## config.mk

```make
export PLATFORM = sky130hd
export DESIGN_NAME = cstat_readout
export DESIGN_NICKNAME = d
export VERILOG_FILES = /design/src/rtl/cstat_pkg.sv /design/src/rtl/cstat_readout.sv
export VERILOG_INCLUDE_DIRS = /design/src /design/src/rtl
export SDC_FILE = /design/constraint.sdc
export NUM_CORES = 1
export LEC_CHECK = 0
export ABC_AREA = 1
export BUFFER_PORTS_ARGS = -buffer_cell sky130_fd_sc_hd__buf_2
export CAP_MARGIN = 0
export CORE_AREA = 2 2 135 137
export CTS_BUF_LIST = sky130_fd_sc_hd__clkbuf_4 sky130_fd_sc_hd__clkbuf_8
export CTS_CLUSTER_DIAMETER = 80
export DETAILED_ROUTE_END_ITERATION = 16
export DIE_AREA = 0 0 137 139
export GPL_TIMING_DRIVEN = 0
export HOLD_SLACK_MARGIN = 0.15
export SLEW_MARGIN = 20
export SYNTH_ARGS = -nofsm -noshare
export SYNTH_HDL_FRONTEND = slang
export SYNTH_SLANG_ARGS = --single-unit
export TNS_END_PERCENT = 100
```

## constraint.sdc

```tcl
create_clock -name clk -period 1.6 [get_ports clk]
set_input_delay 0.32 -clock clk [delete_from_list [all_inputs] [get_ports clk]]
set_output_delay 0.32 -clock clk [all_outputs]
set_load 0.01 [all_outputs]
```

## src/rtl/cstat_defs.svh

```systemverilog
// constants for the channel-status and loop-lock readout block
`ifndef CSTAT_DEFS_SVH
`define CSTAT_DEFS_SVH
// register byte offsets
`define CSTAT_OFS_LOOP     8'h68
`define CSTAT_OFS_CSLO     8'h00
`define CSTAT_OFS_DECODE   8'h04
`define CSTAT_OFS_IRQSTAT  8'h08
`define CSTAT_OFS_IRQEN    8'h0C
`define CSTAT_OFS_IRQCLR   8'h10
// loop status register fields
`define CSTAT_LOCK_BIT     8
`define CSTAT_TMO_BIT      4
// category classes
`define CSTAT_CAT_GENERAL  4'h0
`define CSTAT_CAT_LASER    4'h1
`define CSTAT_CAT_DIGCONV  4'h2
`define CSTAT_CAT_MAGNETIC 4'h3
`define CSTAT_CAT_BCVIDEO  4'h4
`define CSTAT_CAT_BCNOVID  4'h5
`define CSTAT_CAT_MUSIC    4'h6
`define CSTAT_CAT_ADCNOCP  4'h7
`define CSTAT_CAT_ADCCP    4'h8
`define CSTAT_CAT_SOLID    4'h9
`define CSTAT_CAT_EXPER    4'hA
`define CSTAT_CAT_RSVD     4'hF
// sampling classes
`define CSTAT_SMP_NOEMPH   3'h0
`define CSTAT_SMP_EMPH5015 3'h1
`define CSTAT_SMP_RSVEMPH  3'h2
`define CSTAT_SMP_NPCMDEF  3'h3
`define CSTAT_SMP_RSVD     3'h7
// loop states
`define CSTAT_LOOP_OUT     2'h0
`define CSTAT_LOOP_LOCKED  2'h1
`define CSTAT_LOOP_TMO     2'h2
// interrupt bits and axi response codes
`define CSTAT_IRQ_LOCKCHG  0
`define CSTAT_IRQ_TMO      1
`define CSTAT_IRQ_CSCHG    2
`define CSTAT_IRQ_W        3
`define CSTAT_AXI_OKAY     2'h0
`define CSTAT_AXI_SLVERR   2'h2
`endif

```

## src/rtl/cstat_pkg.sv

```systemverilog
// types for the channel-status and loop-lock readout block
package cstat_pkg;
  typedef struct packed {
    logic [3:0] channelNumberField;
    logic [3:0] sourceNumberField;
    logic [7:0] categoryCodeField;
    logic [1:0] statusModeField;
    logic [2:0] samplingEmphasisField;
    logic nonPcmFlag;
  } cstat_fields_t;
  typedef struct packed {
    logic [3:0] category;
    logic [2:0] sampling;
    logic modeValid;
    logic [4:0] channelIndex;
    logic [3:0] sourceIndex;
  } cstat_decode_t;
endpackage

```

## src/rtl/cstat_readout.sv

```systemverilog
// channel-status decoder and loop-lock status register bank on AXI4-Lite
`timescale 1ns/1ps
`default_nettype none
`include "cstat_defs.svh"

module cstat_readout (
  // clock and reset
  input wire logic clk,
  input wire logic rst_b,
  // captured channel status and loop flags (asynchronous)
  input wire logic [23:0] statusBits,
  input wire logic loopLockedIn,
  input wire logic oscTimeoutIn,
  // axi4-lite write address
  input wire logic [7:0] s_axi_awaddr,
  input wire logic s_axi_awvalid,
  output logic s_axi_awready,
  // axi4-lite write data
  input wire logic [31:0] s_axi_wdata,
  input wire logic [3:0] s_axi_wstrb,
  input wire logic s_axi_wvalid,
  output logic s_axi_wready,
  // axi4-lite write response
  output logic [1:0] s_axi_bresp,
  output logic s_axi_bvalid,
  input wire logic s_axi_bready,
  // axi4-lite read address
  input wire logic [7:0] s_axi_araddr,
  input wire logic s_axi_arvalid,
  output logic s_axi_arready,
  // axi4-lite read data
  output logic [31:0] s_axi_rdata,
  output logic [1:0] s_axi_rresp,
  output logic s_axi_rvalid,
  input wire logic s_axi_rready,
  // interrupt
  output logic irq
);

  function automatic logic [3:0] decodeCategory(input logic [7:0] c);
    logic [3:0] r;
    r = `CSTAT_CAT_RSVD;
    unique case (c[7:5])
      3'h4: r = `CSTAT_CAT_LASER;
      3'h2: r = `CSTAT_CAT_DIGCONV;
      3'h6: r = `CSTAT_CAT_MAGNETIC;
      3'h1: r = `CSTAT_CAT_BCVIDEO;
      3'h3: r = c[4] ? `CSTAT_CAT_BCNOVID : (c[3] ? `CSTAT_CAT_ADCCP : `CSTAT_CAT_ADCNOCP);
      3'h5: r = `CSTAT_CAT_MUSIC;
      3'h7: r = `CSTAT_CAT_RSVD;
      3'h0: begin
        if (c[4]) begin
          r = `CSTAT_CAT_SOLID;
        end else if (c[3:0] == 4'h0) begin
          r = `CSTAT_CAT_GENERAL;
        end else if (c[3:1] == 3'h1) begin
          // the last bit is the generation flag, so both of its values are experimental
          r = `CSTAT_CAT_EXPER;
        end else begin
          r = `CSTAT_CAT_RSVD;
        end
      end
    endcase
    return r;
  endfunction

  function automatic logic [2:0] decodeSampling(input logic [2:0] s, input logic npcm);
    logic [2:0] r;
    if (npcm) begin
      r = (s == 3'h0) ? `CSTAT_SMP_NPCMDEF : `CSTAT_SMP_RSVD;
    end else if (s == 3'h0) begin
      r = `CSTAT_SMP_NOEMPH;
    end else if (s == 3'h1) begin
      r = `CSTAT_SMP_EMPH5015;
    end else if (s[2:1] == 2'h1) begin
      r = `CSTAT_SMP_RSVEMPH;
    end else begin
      r = `CSTAT_SMP_RSVD;
    end
    return r;
  endfunction

  // three-stage synchronisers; a change counts when stages two and three agree
  logic [23:0] statSync1_ff, statSync2_ff, statSync3_ff;
  logic [1:0] flagSync1_ff, flagSync2_ff, flagSync3_ff;
  always_ff @(posedge clk) begin
    if (!rst_b) begin
      statSync1_ff <= 24'h00_0000;
      statSync2_ff <= 24'h00_0000;
      statSync3_ff <= 24'h00_0000;
      flagSync1_ff <= 2'h0;
      flagSync2_ff <= 2'h0;
      flagSync3_ff <= 2'h0;
    end else begin
      statSync1_ff <= statusBits;
      statSync2_ff <= statSync1_ff;
      statSync3_ff <= statSync2_ff;
      flagSync1_ff <= {loopLockedIn, oscTimeoutIn};
      flagSync2_ff <= flagSync1_ff;
      flagSync3_ff <= flagSync2_ff;
    end
  end

  // held values update only once stages agree, filtering mid-change words
  cstat_pkg::cstat_fields_t fields_ff;
  logic lockFlag_ff, tmoFlag_ff;
  always_ff @(posedge clk) begin
    if (!rst_b) begin
      fields_ff <= '0;
      lockFlag_ff <= 1'b0;
      tmoFlag_ff <= 1'b0;
    end else begin
      if (statSync2_ff == statSync3_ff) begin
        fields_ff.channelNumberField <= statSync3_ff[23:20];
        fields_ff.sourceNumberField <= statSync3_ff[19:16];
        fields_ff.categoryCodeField <= statSync3_ff[15:8];
        fields_ff.statusModeField <= statSync3_ff[7:6];
        fields_ff.samplingEmphasisField <= statSync3_ff[5:3];
        fields_ff.nonPcmFlag <= statSync3_ff[1];
      end
      if (flagSync2_ff[1] == flagSync3_ff[1]) begin
        lockFlag_ff <= flagSync3_ff[1];
      end
      if (flagSync2_ff[0] == flagSync3_ff[0]) begin
        tmoFlag_ff <= flagSync3_ff[0];
      end
    end
  end

  cstat_pkg::cstat_decode_t decoded;
  always_comb begin
    decoded.category = decodeCategory(fields_ff.categoryCodeField);
    decoded.sampling = decodeSampling(fields_ff.samplingEmphasisField, fields_ff.nonPcmFlag);
    decoded.modeValid = (fields_ff.statusModeField == 2'h0);
    // channel A=1 .. O=15, zero unspecified
    decoded.channelIndex = {1'b0, fields_ff.channelNumberField};
    decoded.sourceIndex = fields_ff.sourceNumberField;
  end

  logic [1:0] loopState;
  always_comb begin
    if (tmoFlag_ff) begin
      loopState = `CSTAT_LOOP_TMO;
    end else if (lockFlag_ff) begin
      loopState = `CSTAT_LOOP_LOCKED;
    end else begin
      loopState = `CSTAT_LOOP_OUT;
    end
  end

  logic [15:0] loopReg;
  always_comb begin
    loopReg = 16'h0000;
    loopReg[`CSTAT_LOCK_BIT] = lockFlag_ff;
    loopReg[`CSTAT_TMO_BIT] = tmoFlag_ff;
  end

  // interrupt events: lock change, timeout rise, channel status change
  logic prevLock_ff, prevTmo_ff;
  cstat_pkg::cstat_fields_t prevFields_ff;
  logic [`CSTAT_IRQ_W-1:0] irqStat_ff, irqEn_ff, irqEvent, irqClr;
  always_comb begin
    irqEvent = '0;
    irqEvent[`CSTAT_IRQ_LOCKCHG] = (loopState == `CSTAT_LOOP_LOCKED) != prevLock_ff;
    irqEvent[`CSTAT_IRQ_TMO] = tmoFlag_ff & ~prevTmo_ff;
    irqEvent[`CSTAT_IRQ_CSCHG] = fields_ff != prevFields_ff;
  end

  always_ff @(posedge clk) begin
    if (!rst_b) begin
      prevLock_ff <= 1'b0;
      prevTmo_ff <= 1'b0;
      prevFields_ff <= '0;
    end else begin
      prevLock_ff <= (loopState == `CSTAT_LOOP_LOCKED);
      prevTmo_ff <= tmoFlag_ff;
      prevFields_ff <= fields_ff;
    end
  end

  // axi write path: address and data taken in either order
  logic awHeld_ff, wHeld_ff;
  logic [7:0] awAddr_ff;
  logic [31:0] wData_ff;
  logic [3:0] wStrb_ff;
  logic doWrite;
  assign doWrite = awHeld_ff & wHeld_ff & ~s_axi_bvalid;

  always_ff @(posedge clk) begin
    if (!rst_b) begin
      awHeld_ff <= 1'b0;
      wHeld_ff <= 1'b0;
      awAddr_ff <= 8'h00;
      wData_ff <= 32'h0000_0000;
      wStrb_ff <= 4'h0;
      s_axi_awready <= 1'b0;
      s_axi_wready <= 1'b0;
      s_axi_bvalid <= 1'b0;
      s_axi_bresp <= `CSTAT_AXI_OKAY;
    end else begin
      s_axi_awready <= ~awHeld_ff & ~(s_axi_awvalid & s_axi_awready);
      s_axi_wready <= ~wHeld_ff & ~(s_axi_wvalid & s_axi_wready);
      if (s_axi_awvalid & s_axi_awready) begin
        awHeld_ff <= 1'b1;
        awAddr_ff <= s_axi_awaddr;
      end
      if (s_axi_wvalid & s_axi_wready) begin
        wHeld_ff <= 1'b1;
        wData_ff <= s_axi_wdata;
        wStrb_ff <= s_axi_wstrb;
      end
      if (doWrite) begin
        awHeld_ff <= 1'b0;
        wHeld_ff <= 1'b0;
        s_axi_bvalid <= 1'b1;
        // writes to the read-only registers are ignored but answered okay
        unique case ({awAddr_ff[7:2], 2'b00})
          `CSTAT_OFS_LOOP, `CSTAT_OFS_CSLO, `CSTAT_OFS_DECODE, `CSTAT_OFS_IRQSTAT,
          `CSTAT_OFS_IRQEN, `CSTAT_OFS_IRQCLR: s_axi_bresp <= `CSTAT_AXI_OKAY;
          default: s_axi_bresp <= `CSTAT_AXI_SLVERR;
        endcase
      end else if (s_axi_bvalid & s_axi_bready) begin
        s_axi_bvalid <= 1'b0;
      end
    end
  end

  logic wrEn, wrClr;
  assign wrEn = doWrite & ({awAddr_ff[7:2], 2'b00} == `CSTAT_OFS_IRQEN) & wStrb_ff[0];
  assign wrClr = doWrite & ({awAddr_ff[7:2], 2'b00} == `CSTAT_OFS_IRQCLR) & wStrb_ff[0];
  assign irqClr = wrClr ? wData_ff[`CSTAT_IRQ_W-1:0] : '0;

  // set wins over a clear in the same cycle
  always_ff @(posedge clk) begin
    if (!rst_b) begin
      irqStat_ff <= '0;
      irqEn_ff <= '0;
      irq <= 1'b0;
    end else begin
      irqStat_ff <= (irqStat_ff & ~irqClr) | irqEvent;
      if (wrEn) begin
        irqEn_ff <= wData_ff[`CSTAT_IRQ_W-1:0];
      end
      irq <= |(((irqStat_ff & ~irqClr) | irqEvent) & (wrEn ? wData_ff[`CSTAT_IRQ_W-1:0] : irqEn_ff));
    end
  end

  // axi read path, one cycle from address to data
  logic [31:0] readMux;
  always_comb begin
    unique case ({s_axi_araddr[7:2], 2'b00})
      `CSTAT_OFS_LOOP: readMux = {16'h0000, loopReg};
      `CSTAT_OFS_CSLO: readMux = {8'h00, fields_ff.channelNumberField, fields_ff.sourceNumberField,
        fields_ff.categoryCodeField, fields_ff.statusModeField, fields_ff.samplingEmphasisField,
        1'b0, fields_ff.nonPcmFlag, 1'b0};
      `CSTAT_OFS_DECODE: readMux = {13'h0000, loopState, decoded.sourceIndex, decoded.channelIndex,
        decoded.modeValid, decoded.sampling, decoded.category};
      `CSTAT_OFS_IRQSTAT: readMux = {29'h0000_0000, irqStat_ff};
      `CSTAT_OFS_IRQEN: readMux = {29'h0000_0000, irqEn_ff};
      default: readMux = 32'h0000_0000;
    endcase
  end

  logic rdOk;
  always_comb begin
    unique case ({s_axi_araddr[7:2], 2'b00})
      `CSTAT_OFS_LOOP, `CSTAT_OFS_CSLO, `CSTAT_OFS_DECODE, `CSTAT_OFS_IRQSTAT,
      `CSTAT_OFS_IRQEN, `CSTAT_OFS_IRQCLR: rdOk = 1'b1;
      default: rdOk = 1'b0;
    endcase
  end

  always_ff @(posedge clk) begin
    if (!rst_b) begin
      s_axi_arready <= 1'b0;
      s_axi_rvalid <= 1'b0;
      s_axi_rdata <= 32'h0000_0000;
      s_axi_rresp <= `CSTAT_AXI_OKAY;
    end else begin
      s_axi_arready <= ~s_axi_rvalid & ~(s_axi_arvalid & s_axi_arready);
      if (s_axi_arvalid & s_axi_arready) begin
        s_axi_rvalid <= 1'b1;
        s_axi_rdata <= readMux;
        s_axi_rresp <= rdOk ? `CSTAT_AXI_OKAY : `CSTAT_AXI_SLVERR;
      end else if (s_axi_rvalid & s_axi_rready) begin
        s_axi_rvalid <= 1'b0;
      end
    end
  end

endmodule // cstat_readout
`default_nettype wire

```

==> reports/results.ini, run 1 <==
[outcome]
status = completed

[yosys]
synthesis.area_um2 = 6920
synthFlopType = dfxtp_1
ys_seq_elements = 176
synth-edff-count = 0
async_flop_share_pct = 0
yosys_warnings = 0
syn-mean-instance-area_um2 = 7.06
yosysSeqAreaShare_pct = 50.9
postSynthCellCount = 980
synthDistinctLibCells = 36

[layout]
multi_input_area_um2 = 2480
syn_to_final_growth_pct = 22.2
seqCellArea_um2 = 3530
layout.nets = 1211
fillers = 1836
drive_gt1_share_pct = 13.9
fin_util_pct = 47.9
fin_cells = 1368
diodes = 0
final_cell_area_um2 = 8450

[global_route]
antenna_found_initial = 0
first_global_vias = 5034
grt_usage_pct = 15.8
grt_overflow = 0
grt_pass1_wl_um = 23600
grt_max_degree = 18

[placed_design]
hpwl_um = 10500
port_buffers = 79
place_area_um2 = 7630
place.gp.congestion = 0.824
placedCellCount = 1297
dp_slack_ps = -53.3

[setup_path]
endpoint_kind = flop
cp.arrival_ps = 1880
crit_required_ps = 1960
cp_common_cell = nor2_1
cp-start-kind = flop
crit_fanout = 8
critical_path_class = reg -> reg
worst_path_largest_cell_delay_ps = 370
crit_chain = clkbuf_1 > xor2_1 > nor2_1 > nand2_1 > nor2_1 > nand4_1 > and2_1
crit_slowest_cell = clkbuf_1

[die]
die_area_um2 = 19000
die_h_um = 139
coreArea_um2 = 17700
ioPinCount = 127
initial_utilization_pct = 39.2
dieWidth_um = 137
rows = 49

[sta]
fmaxAchievable_ghz = 0.656
final-setup-viol-count = 0
fin_worst_skew_ps = 11.0
maxSlewHeadroom_pct = 57.8
fin_crit_sh_pct = 95.2
grt_setup_unrepaired = true
fin_setup_tns_ps = 0
worst_pin_slew_ps = 634
worst_hold_slack_ps = 188
fin_crit_ps = 1520
drv_slew = 0
hold_violations = 0
worst_slack_ps = 76.6

[clock_tree]
cts_buffers = 17
cts_tree = built
h-tree-depth = 4
clk-insertion-delay-late_ps = 460
clockRootBuffer = clkbuf_8
cts.path.max_buffers = 2
clock_sinks = 176
clkTransAtPathRegs_ps = 90

[pwr]
power.total_mw = 8.29
vdd_drop_max_v = 0.000527
pwr_density_cell_nw_per_um2 = 981
leakagePower_nw = 4.79

[detailed_routing]
drt_pass1_iterations = 4
ant_nets = 0
drc = 0
viasPerCell = 4.18
drt-total-wl_um = 14300
drt-initial-drc-count = 250
wl_per_cell_um = 10.5
vias = 5713

[run]
maxCapViolations = 0

[worst_hold_path]
min_path_type = in -> reg

## layout by cell type (no fill, tap or decap), types with 7 or more instances in the layout
cell type        n
nand2_1        310
a21oi_1         21
inv_1          196
clkbuf_8        18
nor3_1           7
xor2_1          11
buf_2           90
buf_4           13
nor2_1         124
dfxtp_1        171
nand3_1         12
a22oi_1          9
clkbuf_1         9
o21ai_0         39
dlygate4sd3_1   38
conb_1          10
## cell usage after synthesis (2+ instances only)
library cell  instances  area share, %
nor3_1                8           0.58
nor2_1              126            6.8
inv_1               197             11
clkbuf_1              9           0.49
a31oi_1               2           0.18
or2_2                 2           0.18
xor2_1               11            1.4
nand2_1             310             17
nor2_2                4           0.36
o21ai_0              39            2.8
o22ai_1               3           0.27
o211ai_1              2           0.22
a22oi_1               9           0.98
buf_1                 3           0.16
nand4_1               4           0.36
buf_6                 2           0.33
buf_4                11            1.2
dfxtp_1             176             51
nand3_1              12           0.87
buf_2                14            1.0
a21oi_1              21            1.5
## final timing paths
path,from,endpoint,slack [ps],depth (start not counted)
min reg2reg,statSync1_ff[10],statSync2_ff[10],420,2
max reg2reg,fields_ff[13],irqStat_ff[2],80,7
min,s_axi_araddr[6],s_axi_rresp[1],190,3
max,fields_ff[13],irqStat_ff[2],80,7
## logic make-up after synthesis
logic type | after synthesis | synth area share, %
flip-flops | 176 | 50.9
XOR/XNOR | 12 | 1.52
AND/OR/NAND/NOR | 471 | 26.8
other | 1 | 0.0542
AO/OA/AOI/OAI | 83 | 6.77
buffers and inverters | 237 | 13.9
## registers in the layout, summed over array words and instances (netlist names), 3 cells and up
name / count
fields_ff: 14
decoded: 8
s_axi_rdata: 24
irqStat_ff: 3
prevFields_ff: 22
statSync2_ff: 24
irqEn_ff: 3
statSync3_ff: 24
wData_ff: 3
awAddr_ff: 6
statSync1_ff: 24
## power breakdown
group / total [mW] / internal, mW / leakage (nW) / switching, mW
Combinational: 0.662 / 0.292 / 3.15 / 0.369
Sequential: 4.61 / 4.52 / 1.44 / 0.0880
Clock: 3.02 / 1.33 / 0.200 / 1.69
## metal layers
layer | vias up | track usage (%) | part of all wire (%)
met2 | 118 | 25.3 | 44
li1 | 3161 | - | -
met1 | 2416 | 20.6 | 50
met4 | 0 | 5.21 | 1.7
met3 | 18 | 4.39 | 4.2
met5 | - | 0 | 0
## area by class of cell
cell class	count	share of cell area [%]
Sequential cell	176	41.8
Multi-Input combinational cell	576	29.3
Timing Repair Buffer	118	9.27
Inverter	198	8.80
Tap cell	229	3.39
Clock buffer	18	2.93
Buffer	39	2.74
Clock inverter	14	1.76
## worst max-delay path: cells and delay by family (launching register included)
family	cells	cell delay [ps]
simple gates	5	610
buf+inv	1	370
flops	1	320
xor+xnor	1	120
## timing repair
action / in CTS / in global routing
setup endpoints to repair: 0 / 26
endpoints found under the hold margin: 38 / 0
gates resized for setup: 0 / 16
setup buffers: 0 / 1
hold buffers: 38 / 0
No activity file was read; power rests on OpenSTA's default activity.
==> inputs of run 2 (changes only) <==
- ABC_AREA: 1 -> default
- CORE_AREA: 2 2 135 137 -> 2 2 130 132
- DIE_AREA: 0 0 137 139 -> 0 0 132 134
==> run 2 against run 1 <==
  * The run now ends with negative setup slack left
  * Clock skew grew 0.79 ps
  * Core utilization grew 2.4 points
  * Worst hold slack lost 9.1 ps
  * Critical path type unchanged
==> reports/results.ini, run 2 <==
[detailed_routing]
vias = 4780  ; was 5713
viasPerCell = 4.59  ; was 4.18
drt-total-wl_um = 14000  ; was 14300 µm
wl_per_cell_um = 13.4  ; was 10.5 µm
drt-initial-drc-count = 208  ; was 250
ant_nets = 0  ; unchanged
drt_pass1_iterations = 4  ; unchanged
drc = 0  ; unchanged

[yosys]
synthesis.area_um2 = 6410  ; was 6920 µm²
synth_common_cells = dfxtp_1 (176), and2_1 (85), nand2_1 (81), xor2_1 (37), mux2i_1 (26)  ; was nand2_1 (310), inv_1 (197), dfxtp_1 (176), nor2_1 (126), o21ai_0 (39)
synthDistinctLibCells = 48  ; was 36
postSynthCellCount = 654  ; was 980
yosys_warnings = 0  ; unchanged
synthFlopType = dfxtp_1  ; unchanged
ys_seq_elements = 176  ; unchanged
async_flop_share_pct = 0  ; unchanged
synth-edff-count = 0  ; unchanged
yosys.area.top_type = dfxtp_1  ; unchanged
synthTopCellsByArea = dfxtp_1 (55%), and2_1 (8.3%), xor2_1 (5.1%), nand2_1 (4.7%), mux2i_1 (4.1%)  ; was dfxtp_1 (51%), nand2_1 (17%), inv_1 (11%), nor2_1 (6.8%), o21ai_0 (2.8%)
yosysSeqAreaShare_pct = 54.9  ; was 50.9%
syn-mean-instance-area_um2 = 9.80  ; was 7.06 µm²
synth_top_cell_area_share_pct = 54.9  ; was 50.9%
synth.most_common_cell = dfxtp_1  ; was nand2_1

[sta]
drv_slew = 0  ; unchanged
final-setup-viol-count = 27  ; was 0
fin_crit_sh_pct = 114  ; was 95.2%
fin_crit_ps = 1820  ; was 1520 ps
fin_worst_skew_ps = 11.8  ; was 11.0 ps
grt_setup_unrepaired = true  ; unchanged
fmaxAchievable_ghz = 0.548  ; was 0.656 GHz
worst_slack_ps = -225  ; was 76.6 ps
maxSlewHeadroom_pct = 62.8  ; was 57.8%
worst_hold_slack_ps = 179  ; was 188 ps
hold_violations = 0  ; unchanged
worst_pin_slew_ps = 558  ; was 634 ps

[layout]
syn_to_final_growth_pct = 27.8  ; was 22.2%
layout.nets = 894  ; was 1211
drive_gt1_share_pct = 23.1  ; was 13.9%
final_common_cell = dfxtp_1  ; was nand2_1
fin_util_pct = 50.3  ; was 47.9%
diodes = 0  ; unchanged
layout_common_cells = dfxtp_1 (168), and2_1 (85), buf_2 (81)  ; was nand2_1 (310), inv_1 (196), dfxtp_1 (171)
fin_cells = 1042  ; was 1368

[setup_path]
reg2reg_to = irq  ; was irqStat_ff[2]
crit_slowest_cell = or4b_4  ; was clkbuf_1
worst_path_largest_cell_delay_ps = 580  ; was 370 ps
reg2reg_depth = 5  ; was 7
r2r_slack_ps = -220  ; was 80 ps
crit_fanout = 3  ; was 8
endpoint_kind = flop  ; unchanged
crit_chain = or4b_4 > nor3_4 > mux2_4 > o311ai_4 > o311ai_2  ; was clkbuf_1 > xor2_1 > nor2_1 > nand2_1 > nor2_1 > nand4_1 > and2_1
cp.depth = 5  ; was 7
endpoint = irq  ; was irqStat_ff[2]
cp.arrival_ps = 2150  ; was 1880 ps
crit_buf_inv = 0  ; was 1
cp-start-kind = flop  ; unchanged
cpLargestDelayFamily = simple AND/OR/NAND/NOR gates  ; unchanged
r2r_start = awAddr_ff[5]  ; was fields_ff[13]
startpoint = awAddr_ff[5]  ; was fields_ff[13]
crit_required_ps = 1930  ; was 1960 ps
critical_path_class = reg -> reg  ; unchanged

[outcome]
status = finished with violations  ; was completed
violations = negative setup slack

[die]
ioPinCount = 127  ; unchanged
die_h_um = 134  ; was 139 µm
initial_utilization_pct = 39.4  ; was 39.2%
dieWidth_um = 132  ; was 137 µm
rows = 47  ; was 49
die_area_um2 = 17700  ; was 19000 µm²
coreArea_um2 = 16300  ; was 17700 µm²

[global_route]
grt_overflow = 0  ; unchanged
first_global_vias = 4710  ; was 5034
grt_usage_pct = 16.6  ; was 15.8%
grt_pass1_wl_um = 23100  ; was 23600 µm
grt_max_degree = 18  ; unchanged
antenna_found_initial = 0  ; unchanged

[run]
maxCapViolations = 0  ; unchanged

[placed_design]
placedCellCount = 960  ; was 1297
place.gp.congestion = 0.801  ; was 0.824
port_buffers = 77  ; was 79
hpwl_um = 10100  ; was 10500 µm

[clock_tree]
cts_buffers = 17  ; unchanged
cts_tree = built  ; unchanged
clk-insertion-delay-late_ps = 460  ; about the same
clockRootBuffer = clkbuf_8  ; unchanged
clkTransAtPathRegs_ps = 100  ; was 90 ps
h-tree-depth = 4  ; unchanged
clock_sinks = 176  ; unchanged
cts.path.max_buffers = 2  ; unchanged

[pwr]
vdd_drop_max_v = 0.000535  ; was 0.000527 V
pwr_density_cell_nw_per_um2 = 962  ; was 981 nW/µm²
leakagePower_nw = 3.62  ; was 4.79 nW
power.total_mw = 7.88  ; was 8.29 mW

[worst_hold_path]
min_path_type = in -> reg  ; unchanged

==> run 2: cell types whose count changed in the layout (fill, tap and decap cells not counted), moves of 9 or more <==
cell	change
nand2_1	-230
buf_2	-9
xnor2_1	+9
inv_1	-172
and2_1	+84
mux2i_1	+25
nor2_1	-105
o21ai_1	+12
xor2_1	+26
o21ai_0	-28
==> run 2: worst min-delay path by stage <==
stage | start | end | slack [ps] | cells past startpoint
2_1_floorplan | flagSync1_ff[0] | flagSync2_ff[0] | 410 | 1
3_3_place_gp | flagSync1_ff[0] | flagSync2_ff[0] | 420 | 1
3_5_place_dp | statSync1_ff[17] | statSync2_ff[17] | 420 | 1
4_1_cts | s_axi_wvalid | wData_ff[1] | 160 | 3
5_1_grt | s_axi_wvalid | wData_ff[1] | 160 | 3
6_report | s_axi_wvalid | wStrb_ff[0] | 180 | 3
==> run 2: power breakdown <==
group	total [mW]	switching, mW	internal [mW]
combinational	0.540	0.270	0.270
sequential	4.55	0.0626	4.49
clock	2.79	1.67	1.12
==> run 2: worst reg2reg max path: stages (launching register included) <==
cell	delay, ps
dfxtp_2	330
or4b_4	580
nor3_4	200
mux2_4	350
o311ai_4	90
o311ai_2	150
==> run 2: final cells by class <==
cell class	instances	area [µm²]
fill	1525	8100
sequential	176	3540
multi-input combinational	418	2770
timing repair buffer	131	921
tap	220	275
buffer	41	239
clock buffer	17	234
clock inverter	15	125
inverter	24	90.1
==> run 2: cells by family (layout without fill, tap and decap cells) <==
| group | count (synthesis) | in the layout | synth area share (%) |
|---|---|---|---|
| flops | 176 | 176 | 54.9 |
| buf+inv | 69 | 228 | 4.80 |
| simple gates | 245 | 245 | 20.5 |
| xor+xnor | 47 | 47 | 6.42 |
| other cells | 1 | 10 | 0.0585 |
| compound gates | 87 | 87 | 8.66 |
| mux | 29 | 29 | 4.59 |
==> run 2: through the flow <==
| stage | setup TNS, ps | worst slack [ps] | area (µm²) |
|---|---|---|---|
| global route | -6190 | -306 | 8190 |
| CTS | -3790 | -301 | 8080 |
| finish | -3370 | -225 | 8190 |
| detailed placement | -35700 | -570 | 7180 |
| global placement | -37850 | -595 | 7180 |
| floorplan | -627 | -118 | 6520 |
==> run 2: metal layers <==
metal  vias up  routed length (µm)  GRT usage [%]
li1       2461                   -              -
met1      2180                6470           20.3
met2       116                6640           27.8
met3        23                 538           3.67
met4         0                 324           7.73
met5         -                   0              0
==> run 2: what timing repair did <==
action	4_1_cts	5_1_grt
gates resized for setup	34	16
pin swaps	5	6
setup buffers	4	10
cloned	2	0
endpoints found under the hold margin	38	0
hold buffers	38	0
endpoints found under the setup margin	41	41
==> inputs of run 3 (changes only) <==
- CTS_BUF_LIST: sky130_fd_sc_hd__clkbuf_4 sky130_fd_sc_hd__clkbuf_8 -> sky130_fd_sc_hd__clkbuf_4 sky130_fd_sc_hd__clkbuf_8 sky130_fd_sc_hd__clkbuf_16
==> run 3 against run 2 <==
  * Register-to-register slack barely moved
  * Clock-buffer cell count did not move
  * Final area increased by 2.1%
  * Core utilization is 1.0 points higher
  * Worst hold slack got worse by 14 ps
  * Critical path type unchanged
  * First-iteration DRC count is 3.4% lower
  * Largest power group unchanged
  * The run still ends with negative setup slack left
==> reports/results.ini, run 3 (synthesis gave the netlist of run 2 again) <==
[outcome]
status = finished with violations  ; unchanged
violations = negative setup slack  ; unchanged

[pwr]
vdd_drop_max_v = 0.000793  ; was 0.000535 V
leakagePower_nw = 3.70  ; was 3.62 nW
pwr_density_cell_nw_per_um2 = 1070  ; was 962 nW/µm²

[placed_design]
place.gp.congestion = 0.801  ; unchanged
hpwl_um = 10100  ; unchanged
port_buffers = 77  ; unchanged
dp_slack_ps = -570  ; unchanged

[detailed_routing]
drt-total-wl_um = 14100  ; was 14000 µm
drc = 0  ; unchanged
viasPerCell = 4.61  ; was 4.59
drt-initial-drc-count = 201  ; was 208
ant_nets = 0  ; unchanged
vias = 4785  ; was 4780
wl_per_cell_um = 13.6  ; was 13.4 µm
drt_pass1_iterations = 4  ; unchanged

[setup_path]
r2r_slack_ps = -240  ; was -220 ps
crit_fanout = 3  ; unchanged
cp-start-kind = flop  ; unchanged
cp.arrival_ps = 2120  ; was 2150 ps
endpoint_kind = flop  ; unchanged
r2r_start = awAddr_ff[5]  ; unchanged
critical_path_class = reg -> reg  ; unchanged
reg2reg_depth = 6  ; was 5
crit_required_ps = 1890  ; was 1930 ps
reg2reg_to = irq  ; unchanged

[run]
maxCapViolations = 0  ; unchanged

[worst_hold_path]
hp-start = s_axi_wdata[0]  ; was s_axi_wvalid
min_path_type = in -> reg  ; unchanged
hold_depth = 3  ; unchanged
whs_endpoint = wData_ff[0]  ; was wStrb_ff[0]

[sta]
final-setup-viol-count = 26  ; was 27
fin_crit_sh_pct = 115  ; was 114%
fin_worst_skew_ps = 8.65  ; was 11.8 ps
fmaxAchievable_ghz = 0.545  ; was 0.548 GHz
drv_slew = 0  ; unchanged
grt_setup_unrepaired = true  ; unchanged
hold_violations = 0  ; unchanged
worst_pin_slew_ps = 610  ; was 558 ps
maxSlewHeadroom_pct = 59.3  ; was 62.8%
fin_crit_ps = 1840  ; was 1820 ps
fin_setup_tns_ps = -3290  ; was -3370 ps
worst_slack_ps = -236  ; was -225 ps
worst_hold_slack_ps = 165  ; was 179 ps

[die]
initial_utilization_pct = 39.4  ; unchanged
die_h_um = 134  ; unchanged
ioPinCount = 127  ; unchanged
rows = 47  ; unchanged
coreArea_um2 = 16300  ; unchanged
dieWidth_um = 132  ; unchanged
die_area_um2 = 17700  ; unchanged

[clock_tree]
clockRootBuffer = clkbuf_16  ; was clkbuf_8
cts_buffers = 17  ; unchanged
cts_tree = built  ; unchanged
clkTransAtPathRegs_ps = 70  ; was 100 ps
clk-insertion-delay-late_ps = 420  ; was 460 ps
clock_sinks = 176  ; unchanged
h-tree-depth = 4  ; unchanged
cts.path.max_buffers = 2  ; unchanged

[layout]
layout_common_cells = dfxtp_1 (165), and2_1 (85), nand2_1 (80), buf_2 (80), xor2_1 (37)  ; was dfxtp_1 (168), and2_1 (85), buf_2 (81)
layout.nets = 891  ; was 894
fillers = 1500  ; was 1525
diodes = 0  ; unchanged
final_common_cell = dfxtp_1  ; unchanged
drive_gt1_share_pct = 23.8  ; was 23.1%
syn_to_final_growth_pct = 30.4  ; was 27.8%

[global_route]
grt_pass1_wl_um = 23200  ; was 23100 µm
grt_overflow = 0  ; unchanged
grt_usage_pct = 16.6  ; about the same
grt_max_degree = 18  ; unchanged
antenna_found_initial = 0  ; unchanged
first_global_vias = 4642  ; was 4710

run 3: changes by cell type in the layout (fill, tap and decap cells not counted), moves of 2 or more:
cell	delta
dfxtp_1	-3
dfxtp_2	+3
clkbuf_8	-17
clkbuf_2	+2
dlygate4sd3_1	-4
clkbuf_16	+17
run 3: area by class of cell:
type	count	area, µm²	area share [%]
timing repair buffer	128	888	10.6
buffer	41	240	2.87
inverter	24	90.1	1.08
multi-input combinational	418	2780	33.2
clock buffer	17	425	5.09
clock inverter	15	125	1.50
tap	220	275	3.29
sequential	176	3540	42.3
run 3: how the worst max path moves through the flow:
stage                  from           end  slack, ps  depth (start not counted)
2_1_floorplan  awAddr_ff[7]           irq       -120                          5
3_5_place_dp          rst_b    decoded[2]       -570                          6
3_3_place_gp          rst_b  fields_ff[1]       -600                          6
4_1_cts        awAddr_ff[5]           irq       -300                          5
6_report       awAddr_ff[5]           irq       -240                          6
5_1_grt        awAddr_ff[5]           irq       -290                          5
run 3: timing repair:
item	4_1_cts	5_1_grt
pin swaps	5	10
setup buffers	4	11
hold buffers	34	0
gates resized for setup	35	19
setup endpoints to repair	58	54
hold endpoints to repair	34	0
cloned	2	0
run 3: critical path, stage by stage, from the launching register on:
cell and delay (ps):
dfxtp_2 320, or4b_4 580, nor3_4 210, buf_4 160
buf_6 90, mux2i_4 230, o311ai_2 110
run 3: metal layers:
layer | vias up | wire [µm] | global-route usage (%)
li1 | 2453 | - | -
met1 | 2191 | 6540 | 20.9
met2 | 122 | 6750 | 27.7
met3 | 19 | 538 | 3.70
met4 | 0 | 283 | 6.76
met5 | - | 0 | 0
run 3: power by group:
| part | switching [mW] | internal [mW] | total, mW |
|---|---|---|---|
| logic | 0.271 | 0.265 | 0.536 |
| clock network | 1.82 | 2.03 | 3.85 |
| registers | 0.0635 | 4.49 | 4.56 |
run 3: per-stage QoR:
step | power (mW) | instance area (µm²) | util, % | instances
after floorplan | 4.93 | 6520 | - | 663
after global placement | 5.09 | 7180 | 44.1 | 960
after detailed placement | 5.10 | 7180 | 44.1 | 960
after CTS | 9.01 | 8230 | 50.5 | 1028
after global routing | 9.29 | 8360 | 51.3 | 1039
final | 8.94 | 8360 | 51.3 | 1039
